### src/cisd_defs.svh
// Constants for the instruction subset decode and execute block.
// Assumes a byte-wide memory whose read data follow the registered address.
//
// How it works
// - Accumulator minus memory operand; update N Z C
// - Subtract cycles 2,3,4,5,4,3 per mode
// - Soft trap pushes five bytes, masks, vectors
// - Copy accumulator to index, flags untouched
// - Copy index to accumulator, flags untouched
// - Negative zero check: operand minus zero, no store
// - Full address: high byte then low byte
// - Offset16 indexed: high, low offset plus index
// - Bit test branch: address byte, then relative offset
`ifndef CISD_DEFS_SVH
`define CISD_DEFS_SVH

// ------------------------------------------------------------------
// Opcodes
// ------------------------------------------------------------------
`define CISD_OP_TRAP       8'h83
`define CISD_OP_A2X        8'h97
`define CISD_OP_X2A        8'h9f
`define CISD_OP_WAIT       8'h8f
`define CISD_LO_SUB        4'h0
`define CISD_LO_CHK        4'hd
`define CISD_HI_BTB        4'h0

// ------------------------------------------------------------------
// Cycle counts
// ------------------------------------------------------------------
`define CISD_CYC_SUB_LIT   4'h2
`define CISD_CYC_SUB_DIR   4'h3
`define CISD_CYC_SUB_FULL  4'h4
`define CISD_CYC_SUB_OFS16 4'h5
`define CISD_CYC_SUB_OFS8  4'h4
`define CISD_CYC_SUB_NOOFS 4'h3
`define CISD_CYC_CHK_DIR   4'h4
`define CISD_CYC_CHK_REG   4'h3
`define CISD_CYC_CHK_OFS8  4'h5
`define CISD_CYC_CHK_NOOFS 4'h4
`define CISD_CYC_TRAP      4'ha
`define CISD_CYC_XFER      4'h2
`define CISD_CYC_BTB       4'h5

// ------------------------------------------------------------------
// Reset values and addresses
// ------------------------------------------------------------------
`define CISD_PC_RESET    16'h0000
`define CISD_SP_RESET    8'hff
`define CISD_VEC_HI      16'hfffc
`define CISD_FLAG_FILL   3'h7
`define CISD_PAGE0       8'h00
`define CISD_PUSH_LAST   3'h4

`endif

### src/cisd_pkg.sv
// Types shared by the decode and execute logic, its memory model and its port checker.
// Assumes cisd_defs.svh for all numeric constants.
package cisd_pkg;

  typedef enum logic [3:0] {
    CISD_ST_DECODE, CISD_ST_OP1, CISD_ST_OP2, CISD_ST_READ, CISD_ST_PUSH,
    CISD_ST_VECH, CISD_ST_VECL, CISD_ST_VECD, CISD_ST_PAD, CISD_ST_HALT
  } cisd_state_t;

  typedef enum logic [2:0] {
    CISD_MD_LIT, CISD_MD_DIR, CISD_MD_FULL, CISD_MD_OFS16,
    CISD_MD_OFS8, CISD_MD_NOOFS, CISD_MD_NONE, CISD_MD_BTB
  } cisd_mode_t;

  typedef enum logic [2:0] {
    CISD_K_SUB, CISD_K_CHK, CISD_K_A2X, CISD_K_X2A,
    CISD_K_TRAP, CISD_K_WAIT, CISD_K_BTB, CISD_K_NOP
  } cisd_kind_t;

  typedef struct packed {
    cisd_kind_t kind;
    cisd_mode_t mode;
    logic [3:0] need;
    logic [7:0] code;
  } cisd_dec_t;

  typedef struct packed {
    logic [15:0] pc;
    logic [7:0]  sp;
    logic [7:0]  a;
    logic [7:0]  x;
    logic        h;
    logic        i;
    logic        n;
    logic        z;
    logic        c;
  } cisd_regs_t;

  typedef struct packed {
    logic [15:0] addr;
    logic [7:0]  wdata;
    logic        rd;
    logic        wr;
  } cisd_bus_t;

endpackage

### src/cisd_core.sv
// Decode and execute for subtract, soft trap, copies, test and clock halt.
// Assumes mem_rdata_i reflects the address held on bus_o in the same cycle.
`timescale 1ns/1ns
`include "cisd_defs.svh"
module cisd_core (
  input  wire logic                clk_i,
  input  wire logic                reset_i,
  input  wire logic [7:0]          mem_rdata_i,
  input  wire logic                irq_i,
  output cisd_pkg::cisd_bus_t      bus_o,
  output cisd_pkg::cisd_regs_t     regs_o,
  output logic                     halted_o
);
  import cisd_pkg::*;

  // ------------------------------------------------------------------
  // Decode table
  // ------------------------------------------------------------------
  function automatic cisd_dec_t decode(input logic [7:0] op);
    cisd_dec_t d;
    d.code = op;
    d.kind = CISD_K_NOP;
    d.mode = CISD_MD_NONE;
    d.need = `CISD_CYC_XFER;
    if (op[3:0] == `CISD_LO_SUB && op[7:4] >= 4'ha) begin
      d.kind = CISD_K_SUB;
      unique case (op[7:4])
        4'ha: begin d.mode = CISD_MD_LIT; d.need = `CISD_CYC_SUB_LIT; end
        4'hb: begin d.mode = CISD_MD_DIR; d.need = `CISD_CYC_SUB_DIR; end
        4'hc: begin d.mode = CISD_MD_FULL; d.need = `CISD_CYC_SUB_FULL; end
        4'hd: begin d.mode = CISD_MD_OFS16; d.need = `CISD_CYC_SUB_OFS16; end
        4'he: begin d.mode = CISD_MD_OFS8; d.need = `CISD_CYC_SUB_OFS8; end
        default: begin d.mode = CISD_MD_NOOFS; d.need = `CISD_CYC_SUB_NOOFS; end
      endcase
    end else if (op[3:0] == `CISD_LO_CHK && op[7:4] >= 4'h3 && op[7:4] <= 4'h7) begin
      d.kind = CISD_K_CHK;
      unique case (op[7:4])
        4'h3: begin d.mode = CISD_MD_DIR; d.need = `CISD_CYC_CHK_DIR; end
        4'h6: begin d.mode = CISD_MD_OFS8; d.need = `CISD_CYC_CHK_OFS8; end
        4'h7: begin d.mode = CISD_MD_NOOFS; d.need = `CISD_CYC_CHK_NOOFS; end
        default: begin d.mode = CISD_MD_NONE; d.need = `CISD_CYC_CHK_REG; end
      endcase
    end else if (op[7:4] == `CISD_HI_BTB) begin
      d.kind = CISD_K_BTB;
      d.mode = CISD_MD_BTB;
      d.need = `CISD_CYC_BTB;
    end else if (op == `CISD_OP_TRAP) begin
      d.kind = CISD_K_TRAP;
      d.need = `CISD_CYC_TRAP;
    end else if (op == `CISD_OP_A2X) begin
      d.kind = CISD_K_A2X;
    end else if (op == `CISD_OP_X2A) begin
      d.kind = CISD_K_X2A;
    end else if (op == `CISD_OP_WAIT) begin
      d.kind = CISD_K_WAIT;
    end
    return d;
  endfunction

  // ------------------------------------------------------------------
  // State
  // ------------------------------------------------------------------
  cisd_state_t state_q, state_d;
  cisd_regs_t  regs_q, regs_d;
  cisd_bus_t   bus_q, bus_d;
  cisd_dec_t   op_q, op_d, dec;
  logic [3:0]  cnt_q, cnt_d;
  logic [7:0]  hold_q, hold_d;
  logic [7:0]  rel_q, rel_d;
  logic [2:0]  idx_q, idx_d;
  logic        halted_q, halted_d;
  logic        fin;
  logic [3:0]  need;
  logic [7:0]  alu_l, alu_r, alu_q_diff;
  logic        alu_n, alu_z, alu_c;
  cisd_kind_t  kind_now;
  logic [7:0]  operand;

  assign dec = decode(mem_rdata_i);

  // ------------------------------------------------------------------
  // Arithmetic operand selection
  // ------------------------------------------------------------------
  always_comb begin
    kind_now = (state_q == CISD_ST_DECODE) ? dec.kind : op_q.kind;
    operand  = mem_rdata_i;
    if (state_q == CISD_ST_DECODE) begin
      operand = dec.code[4] ? regs_q.x : regs_q.a;
    end
    alu_l = (kind_now == CISD_K_SUB) ? regs_q.a : operand;
    alu_r = (kind_now == CISD_K_SUB) ? operand : 8'h00;
  end

  cisd_alu u_alu (
    .lhs_i    (alu_l),
    .rhs_i    (alu_r),
    .diff_o   (alu_q_diff),
    .neg_o    (alu_n),
    .zero_o   (alu_z),
    .borrow_o (alu_c)
  );

  // ------------------------------------------------------------------
  // Next state
  // ------------------------------------------------------------------
  always_comb begin
    state_d  = state_q;
    regs_d   = regs_q;
    op_d     = op_q;
    hold_d   = hold_q;
    rel_d    = rel_q;
    idx_d    = idx_q;
    halted_d = halted_q;
    bus_d    = bus_q;
    bus_d.rd = 1'b0;
    bus_d.wr = 1'b0;
    cnt_d    = cnt_q + 4'd1;
    fin      = 1'b0;
    need     = (state_q == CISD_ST_DECODE) ? dec.need : op_q.need;
    unique case (state_q)
      CISD_ST_DECODE: begin
        op_d      = dec;
        regs_d.pc = regs_q.pc + 16'd1;
        unique case (dec.kind)
          CISD_K_SUB, CISD_K_CHK, CISD_K_BTB: begin
            if (dec.mode == CISD_MD_NOOFS) begin
              bus_d.addr = {`CISD_PAGE0, regs_q.x};
              bus_d.rd   = 1'b1;
              state_d    = CISD_ST_READ;
            end else if (dec.mode == CISD_MD_NONE) begin
              regs_d.n = alu_n;
              regs_d.z = alu_z;
              fin      = 1'b1;
            end else begin
              bus_d.addr = regs_q.pc + 16'd1;
              bus_d.rd   = 1'b1;
              state_d    = CISD_ST_OP1;
            end
          end
          CISD_K_A2X: begin
            regs_d.x = regs_q.a;
            fin      = 1'b1;
          end
          CISD_K_X2A: begin
            regs_d.a = regs_q.x;
            fin      = 1'b1;
          end
          CISD_K_TRAP: begin
            idx_d   = 3'h0;
            state_d = CISD_ST_PUSH;
          end
          CISD_K_WAIT: begin
            regs_d.i = 1'b0;
            halted_d = 1'b1;
            state_d  = CISD_ST_HALT;
          end
          default: fin = 1'b1;
        endcase
      end
      CISD_ST_OP1: begin
        regs_d.pc = regs_q.pc + 16'd1;
        unique case (op_q.mode)
          CISD_MD_LIT: begin
            regs_d.a = alu_q_diff;
            regs_d.n = alu_n;
            regs_d.z = alu_z;
            regs_d.c = alu_c;
            fin      = 1'b1;
          end
          CISD_MD_DIR: begin
            bus_d.addr = {`CISD_PAGE0, mem_rdata_i};
            bus_d.rd   = 1'b1;
            state_d    = CISD_ST_READ;
          end
          CISD_MD_OFS8: begin
            bus_d.addr = {`CISD_PAGE0, regs_q.x} + {`CISD_PAGE0, mem_rdata_i};
            bus_d.rd   = 1'b1;
            state_d    = CISD_ST_READ;
          end
          default: begin
            hold_d     = mem_rdata_i;
            bus_d.addr = regs_q.pc + 16'd1;
            bus_d.rd   = 1'b1;
            state_d    = CISD_ST_OP2;
          end
        endcase
      end
      CISD_ST_OP2: begin
        regs_d.pc = regs_q.pc + 16'd1;
        bus_d.rd  = 1'b1;
        state_d   = CISD_ST_READ;
        if (op_q.mode == CISD_MD_FULL) begin
          bus_d.addr = {hold_q, mem_rdata_i};
        end else if (op_q.mode == CISD_MD_OFS16) begin
          bus_d.addr = {hold_q, mem_rdata_i} + {`CISD_PAGE0, regs_q.x};
        end else begin
          rel_d      = mem_rdata_i;
          bus_d.addr = {`CISD_PAGE0, hold_q};
        end
      end
      CISD_ST_READ: begin
        fin = 1'b1;
        if (op_q.kind == CISD_K_BTB) begin
          regs_d.c = mem_rdata_i[op_q.code[3:1]];
          if (mem_rdata_i[op_q.code[3:1]] != op_q.code[0]) begin
            regs_d.pc = regs_q.pc + {{8{rel_q[7]}}, rel_q};
          end
        end else begin
          regs_d.n = alu_n;
          regs_d.z = alu_z;
          if (op_q.kind == CISD_K_SUB) begin
            regs_d.a = alu_q_diff;
            regs_d.c = alu_c;
          end
        end
      end
      CISD_ST_PUSH: begin
        bus_d.addr = {`CISD_PAGE0, regs_q.sp};
        bus_d.wr   = 1'b1;
        regs_d.sp  = regs_q.sp - 8'd1;
        idx_d      = idx_q + 3'h1;
        unique case (idx_q)
          3'h0:    bus_d.wdata = regs_q.pc[7:0];
          3'h1:    bus_d.wdata = regs_q.pc[15:8];
          3'h2:    bus_d.wdata = regs_q.x;
          3'h3:    bus_d.wdata = regs_q.a;
          default: bus_d.wdata = {`CISD_FLAG_FILL, regs_q.h, regs_q.i,
                                  regs_q.n, regs_q.z, regs_q.c};
        endcase
        if (idx_q == `CISD_PUSH_LAST) begin
          regs_d.i = 1'b1;
          state_d  = CISD_ST_VECH;
        end
      end
      CISD_ST_VECH: begin
        bus_d.addr = `CISD_VEC_HI;
        bus_d.rd   = 1'b1;
        state_d    = CISD_ST_VECL;
      end
      CISD_ST_VECL: begin
        hold_d     = mem_rdata_i;
        bus_d.addr = `CISD_VEC_HI + 16'd1;
        bus_d.rd   = 1'b1;
        state_d    = CISD_ST_VECD;
      end
      CISD_ST_VECD: begin
        regs_d.pc = {hold_q, mem_rdata_i};
        fin       = 1'b1;
      end
      CISD_ST_HALT: begin
        // Only the core stalls; outside logic keeps its own clock
        if (irq_i) begin
          halted_d = 1'b0;
          fin      = 1'b1;
        end
      end
      CISD_ST_PAD: fin = 1'b1;
    endcase
    // Fetch of the next opcode overlaps the last cycle of this one
    if (fin) begin
      bus_d.addr = regs_d.pc;
      bus_d.rd   = 1'b1;
      if (cnt_q + 4'd1 >= need || state_q == CISD_ST_HALT) begin
        state_d = CISD_ST_DECODE;
        cnt_d   = 4'd0;
      end else begin
        state_d = CISD_ST_PAD;
      end
    end
  end

  // ------------------------------------------------------------------
  // Registers
  // ------------------------------------------------------------------
  always_ff @(posedge clk_i) begin
    if (reset_i) begin
      state_q    <= CISD_ST_PAD;
      regs_q     <= '0;
      regs_q.pc  <= `CISD_PC_RESET;
      regs_q.sp  <= `CISD_SP_RESET;
      regs_q.i   <= 1'b1;
      bus_q      <= '0;
      op_q       <= '0;
      op_q.need  <= 4'd1;
      cnt_q      <= 4'd0;
      hold_q     <= 8'h00;
      rel_q      <= 8'h00;
      idx_q      <= 3'h0;
      halted_q   <= 1'b0;
    end else begin
      state_q  <= state_d;
      regs_q   <= regs_d;
      bus_q    <= bus_d;
      op_q     <= op_d;
      cnt_q    <= cnt_d;
      hold_q   <= hold_d;
      rel_q    <= rel_d;
      idx_q    <= idx_d;
      halted_q <= halted_d;
    end
  end

  assign bus_o    = bus_q;
  assign regs_o   = regs_q;
  assign halted_o = halted_q;
endmodule

### src/cisd_alu.sv
// Eight-bit subtractor with negative, zero and borrow flags.
// Assumes operands are stable within the cycle; purely combinational.
`timescale 1ns/1ns
module cisd_alu (
  input  wire logic [7:0] lhs_i,
  input  wire logic [7:0] rhs_i,
  output logic      [7:0] diff_o,
  output logic            neg_o,
  output logic            zero_o,
  output logic            borrow_o
);
  logic [8:0] wide;

  always_comb begin
    wide     = {1'b0, lhs_i} - {1'b0, rhs_i};
    diff_o   = wide[7:0];
    neg_o    = wide[7];
    zero_o   = (wide[7:0] == 8'h00);
    borrow_o = wide[8];
  end
endmodule

### config.mk
export PLATFORM = sky130hd
export DESIGN_NAME = cisd_core
export DESIGN_NICKNAME = d
export VERILOG_FILES = /design/src/cisd_pkg.sv /design/src/cisd_core.sv /design/src/cisd_alu.sv
export VERILOG_INCLUDE_DIRS = /design/src
export SDC_FILE = /design/constraint.sdc
export NUM_CORES = 1
export LEC_CHECK = 0
export BUFFER_PORTS_ARGS = -buffer_cell sky130_fd_sc_hd__buf_2
export CORE_MARGIN = 8
export CORE_UTILIZATION = 40
export CTS_BUF_LIST = sky130_fd_sc_hd__clkbuf_8 sky130_fd_sc_hd__clkbuf_16
export DETAILED_ROUTE_END_ITERATION = 7
export MAX_ROUTING_LAYER = met4
export PLACE_DENSITY = 0.67
export REMOVE_ABC_BUFFERS = 1
export SYNTH_ARGS = -nofsm -noshare
export SYNTH_HDL_FRONTEND = slang
export SYNTH_SLANG_ARGS = --single-unit
export TNS_END_PERCENT = 1
### constraint.sdc
create_clock -name clk_i -period 4.6 [get_ports clk_i]
set_input_delay 0.69 -clock clk_i [delete_from_list [all_inputs] [get_ports clk_i]]
set_output_delay 0.69 -clock clk_i [all_outputs]
set_load 0.01 [all_outputs]
# After elaboration in Yosys (flattened, before gate mapping)
# Index checks and enable logic that the tools add are counted.
[word_totals]
input_bits = 11
mem_bits_ro = 0
latch_bits = 0
wordCells = 212
mem_count = 0
output_inout_bits = 72
mem_bits_rw = 0
regBits = 112
[op_classes]
div = 0
eq_ne = 59
order_cmp = 5
n_reduce_logical = 37
n_bitwise = 2
shift = 0
add_sub_neg = 8
mux = 79
mul = 0
[op_table]
columns = ["op", "n"]
rows = [
  ["two-way mux 16 bit", 8],
  ["one-hot mux 16 bit (3 select lines)", 2],
  ["one-hot mux 16 bit (6 select lines)", 1],
  ["two-way mux 8 bit", 9],
  ["two-way mux 4 bit", 10],
  ["one-hot mux 7 bit (5 select lines)", 1],
  ["equality test 4 bit (second input constant)", 8],
  ["equality test 8 bit (second input constant)", 4],
  ["one-hot mux 8 bit (4 select lines)", 1],
  ["equality test 3 bit (second input constant)", 8],
  ["equality test 4 x 3 -> 1 bit (second input constant)", 6],
  ["one-hot mux 4 bit (6 select lines)", 1],
  ["one-hot mux 8 bit (3 select lines)", 1],
  ["two-way mux 3 bit", 7],
  ["one-hot mux 7 bit (3 select lines)", 1],
  ["two-way mux 10 bit", 2],
  ["equality test 3 x 2 -> 1 bit (second input constant)", 6],
  ["two-way mux 1 bit", 18],
  ["adder 16 x 1 -> 16 bit (second input constant)", 1],
  ["adder 16 bit", 1],
  ["adder 16 x 8 -> 16 bit", 1],
  ["one-hot mux 8 bit (2 select lines)", 1],
  ["logical NOT 3 bit", 5],
  ["OR reduction 3 bit", 5],
  ["other kinds (44)", 82],
]

# Longest topological paths before layout
[depth]
ltp_word = 17
mapped_depth = 18

# By module
# A second synthesis with hierarchy kept.
[hier_totals]
hier_cells = 1181
area_unflattened_um2 = 9076.2
[modules_own_cells]
columns = ["module", "area_each_um2", "seq_area_each_um2", "cells_each", "n_inst"]
rows = [
  ["cisd_core", 8655.8, 2242.2, 1127, 1],
  ["cisd_alu", 420.4, 0.0, 54, 1],
]

# Worst setup path before layout
# No wires, ideal clock.
[synth_timing]
kind = "input-to-reg"
from = "input mem_rdata_i[3]"
to = "register regs_q, in the netlist regs_o[1]"
setup_ps = 101
t_arrival_ps = 3712
slack_ps = 787
path_stages = 17
path_cell_list = "nor2_1 and3_1 buf_2 o21ai_2 o21ai_1 a21oi_1 a21o_1 ha_1 nor2b_1 o21ai_0 a21oi_1 o21ai_1 a21oi_1 o21a_1 or3_1 and2_1 o41ai_1"
[synth_between]
elab_chain_cells = 17
elab_cells_between_ends = 39
cone_classes = "1 x add/sub; 12 x eq/ne; 17 x mux; 9 x reduce/logical"
[synth_rtl]
columns = ["item", "line_no", "source"]
rows = [
  ["from (decl)", "cisd_core.sv:8", "input wire logic [7:0] mem_rdata_i,"],
  ["equality test 8 bit (no source line)", "n/a", ""],
  ["two-way mux 2 bit", "cisd_core.sv:54", "end else if (op == `CISD_OP_WAIT) begin"],
  ["two-way mux 3 bit", "cisd_core.sv:52", "end else if (op == `CISD_OP_X2A) begin"],
  ["two-way mux 3 bit", "cisd_core.sv:50", "end else if (op == `CISD_OP_A2X) begin"],
  ["two-way mux 3 bit", "cisd_core.sv:47", "end else if (op == `CISD_OP_TRAP) begin"],
  ["two-way mux 3 bit", "cisd_core.sv:43", "end else if (op[7:4] == `CISD_HI_BTB) begin"],
  ["two-way mux 10 bit", "cisd_core.sv:35", "end else if (op[3:0] == `CISD_LO_CHK && op[7:4] >= 4'h3 && op[7:4] <= 4'h7) begin"],
  ["two-way mux 10 bit", "cisd_core.sv:25", "if (op[3:0] == `CISD_LO_SUB && op[7:4] >= 4'ha) begin"],
  ["two-way mux 3 bit", "cisd_core.sv:85", "kind_now = (state_q == CISD_ST_DECODE) ? dec.kind : op_q.kind;"],
  ["logical NOT 3 bit", "cisd_core.sv:90, cisd_core.sv:91", ""],
  ["two-way mux 8 bit, on equally long branches", "cisd_core.sv:90, cisd_core.sv:91", ""],
  ["subtractor 8 x 8 -> 9 bit", "cisd_alu.sv:15", "wide = {1'b0, lhs_i} - {1'b0, rhs_i};"],
  ["logical NOT 8 bit", "cisd_alu.sv:18", "zero_o = (wide[7:0] == 8'h00);"],
  ["two-way mux 2 bit", "cisd_core.sv:130", "end else if (dec.mode == CISD_MD_NONE) begin"],
  ["two-way mux 2 bit", "cisd_core.sv:126", "if (dec.mode == CISD_MD_NOOFS) begin"],
  ["two-way mux 2 bit", "cisd_core.sv:124", "unique case (dec.kind)"],
  ["one-hot mux 2 bit (3 select lines)", "cisd_core.sv:120", "unique case (state_q)"],
  ["to (signal assigned)", "cisd_core.sv:292", "regs_q <= regs_d;"],
  ["to (decl)", "cisd_core.sv:64", "cisd_regs_t regs_q, regs_d;"],
]
# Parallel ways exist; a longest one is shown, timed or not. The select of a mux whose other input is x is not followed.
# A chain may end at the register's enable or synchronous reset.

# Final worst setup path
# Ends and elaborated chain as after synthesis.

==> flow_summary.ini <==
[layout]
syn_to_final_growth_pct = 10.98
layout-drive-gt1-share = 0.1343
fillers = 2220
antenna-diode-count = 0
fin_nets = 1221
post-route-util = 0.4502

[power]
leakagePower_nw = 3.760
powerDensity_nw_per_um2 = 477.7
p_int_mw = 2.415
power_frac_comb = 0.520
seqPwrFrac = 0.302
p_clk_frac = 0.178
sw_frac_of_total = 0.4642
switching_power_mw = 2.092
fin_total_pwr_mw = 4.506
irDropWorstVdd_uv = 212.6

[global_routing]
antenna_found_initial = 0
grt_pass1_vias = 8179
grt_start_max_net_pins = 56
grtUsageTotal = 0.2335
grt_overflow = 0
grt_pass1_wl_um = 47400

[critical_path]
cp-startpoint = mem_rdata_i[3]
crit_path_max_incr_delay_ns = 0.42
crit_slowest_cell = and3_1
cp.required_ns = 4.87
cp.depth = 17
cp-end-kind = flop
path_max_fanout = 10
rr_worst_depth = 16
path_delay_family = compound AO/OA/AOI/OAI gates
crit_type = in -> reg
crit_path_frequent_cell = a21oi_1
crit_chain = buf_2, nor2_1, and3_1, o21ai_2, o21ai_1, a21oi_1, a21o_1, ha_1, nor2b_1, o21ai_0, a21oi_1, o21ai_1, a21oi_1, o21a_1, or3_1, and2_1, o41ai_1
start_kind = input port
arrival_ns = 4.17
path_buf_inv = 1
worstReg2RegStart = state_q[0]

[routing]
dr_total_vias = 8825
via_per_inst = 6.111
route.detailed.drc = 0
drt_iter0_markers = 890
first_pass_iters = 6
ant_nets = 0
avgRoutedWirePerCell_um = 20.96
drt_wl_total_um = 30270

[place]
port_buffers = 81
gp_congestion = 0.9620
dp_slack_ns = 0.3839
dp_hpwl_um = 22580

[floorplanning]
dieArea_sq_um = 26170
die_x_um = 161.8
io_pins = 83
std_cell_rows = 53
die_y_um = 161.8
start_util = 0.4057
design.core.area_sq_um = 20960

[worst_hold_path]
min-delay-start = rel_q[5]
hold_depth = 2
hold_class = reg -> reg

[yosys]
async_flop_share = 0
netlist_top_cells_area = dfxtp_1, a21oi_1, nor2_1
synth_commonest_cells = nor2_1, a21oi_1, dfxtp_1
synth_seq_area_share = 0.2638
synth_cells = 1120
synth_ff_type = dfxtp_1
yosys.cell_types.count = 84
synth-seq-cells = 112
synth_top_area_cell = dfxtp_1
avgSynthCellArea_sq_um = 7.590
synth_area_sq_um = 8501
synth_edf_count = 0
yosysMostFrequentCell = nor2_1
yosysWarnings = 0
synth_top_area_frac = 0.2638

[clock_network]
h-tree-depth = 3
ctsResizeCount = 0
postCtsSetupBuffers = 0
cts_tree = built
root_buffer = clkbuf_16
clock_path_buffers = 2
cts_made_buffers = 9
clkSlewWorstSetupHoldPaths_ns = 0.08
clk_latency_ns = 0.37
ctsHoldBuffers = 0
cts_num_sinks = 112

[status]
status = finished clean

[timing]
rsz0062_at_grt = false
fin_crit_sh = 0.8476
worst_pin_slew_ns = 1.139
relSlewSlack = 0.2354
period_needed_ns = 3.899
finClkSkew_ns = 0.01302
setup_viol = 0
fin_ws_ns = 0.7009
slew_viol_final = 0
fmax_mhz = 256.5
hold_viol = 0

[run]
maxCapViolCount = 0
final cells by class:
type                            instances  area (sq um)  share of cell area
Timing Repair Buffer                  108         610.6             0.06472
Clock inverter                          6         50.05            0.005305
Multi-Input combinational cell        903          5836              0.6186
Clock buffer                           10         239.0             0.02533
Tap cell                              275         344.1             0.03647
Inverter                               30         112.6             0.01194
Sequential cell                       112          2242              0.2377
cell usage in the layout (no fill, tap or decap), types with 4 or more instances in the layout:
master and instances:
a222oi_1 9, a21o_1 14, o22ai_1 15, o21a_1 11
nand4_1 8, a221oi_1 15, or3_1 4, and2_1 9
nand2_1 104, xnor2_1 34, a22oi_1 11, nand3b_1 8
a211oi_1 16, o21ai_1 5, buf_2 80, dfxtp_1 112
nand3_1 23, nor2b_1 16, nand2b_1 26, xor2_1 20
o221ai_1 5, nor3_1 19, o21bai_1 10, and4_1 4
mux2i_1 33, and3_1 8, clkbuf_16 9, inv_1 31
or2_2 5, o211ai_1 15, o21ai_0 47, a21oi_1 129
nor2_1 152, a31oi_1 5, buf_4 28, ha_1 43
a311oi_1 6, o311ai_0 4
worst register-to-register path, cell delays in order, from the launching register on:
cell and delay, ns:
dfxtp_1 0.47, nor2_1 0.27, nand2_1 0.26, nand2_1 0.17, o21ai_1 0.14, nor2_1 0.37, nor2_1 0.07, a21oi_1 0.15
ha_1 0.29, o21ai_0 0.13, a21oi_1 0.12, o21ai_1 0.17, a21oi_1 0.10, o21a_1 0.18, or3_1 0.36, and2_1 0.19
o41ai_1 0.33
per-layer routing:
metal | wire (um) | share of wire | vias up | track usage
met5 | 0 | 0 | - | -
met4 | 1013 | 0.033 | 0 | 0.09301
met3 | 2580 | 0.085 | 70 | 0.04252
met2 | 13560 | 0.45 | 428 | 0.3574
met1 | 13110 | 0.43 | 4155 | 0.3002
li1 | - | - | 4172 | -
cells by family after synthesis:
logic type | after synthesis | synth area share
AO/OA/AOI/OAI | 357 | 0.2807
XOR/XNOR | 55 | 0.05755
adder cells (fa/ha/maj) | 46 | 0.07036
buffers and inverters | 105 | 0.05122
flip-flops | 112 | 0.2638
multiplexers | 38 | 0.04946
other | 1 | 0.0004411
AND/OR/NAND/NOR | 406 | 0.2265
through the flow:
stage / area [sq um] / hold slack [ns] / cells / TNS (ns)
3_3_place_gp: 9145 / 0.4501 / 1428 / 0
5_1_grt: 9434 / 0.4853 / 1444 / 0
4_1_cts: 9434 / 0.4657 / 1444 / 0
6_report: 9434 / 0.4636 / 1444 / 0
2_1_floorplan: 8178 / 0.4334 / 1045 / -13.02
3_5_place_dp: 9145 / 0.4551 / 1428 / 0
flip-flops by register name (all words and copies together), names as in the netlist:
name / flops
regs_o: 44
bus_o: 26
op_q: 14
hold_q: 8
rel_q: 8
cnt_q: 4
state_q: 4
idx_q: 3
halted_o: 1
worst paths after layout:
path,to,slack [ns]
max,regs_o[1],0.70
min,rel_q[5],0.46
max reg2reg,regs_o[1],0.74
min reg2reg,rel_q[5],0.46
power by group through the flow:
stage	clock, mW	combinational [mW]	sequential [mW]
after floorplan	0	1.54	1.35
after global placement	0	2.28	1.38
after detailed placement	0	2.29	1.38
after CTS	0.809	2.31	1.36
after global routing	0.846	2.59	1.38
final	0.802	2.34	1.36
Power figures use the tool's default switching activity.
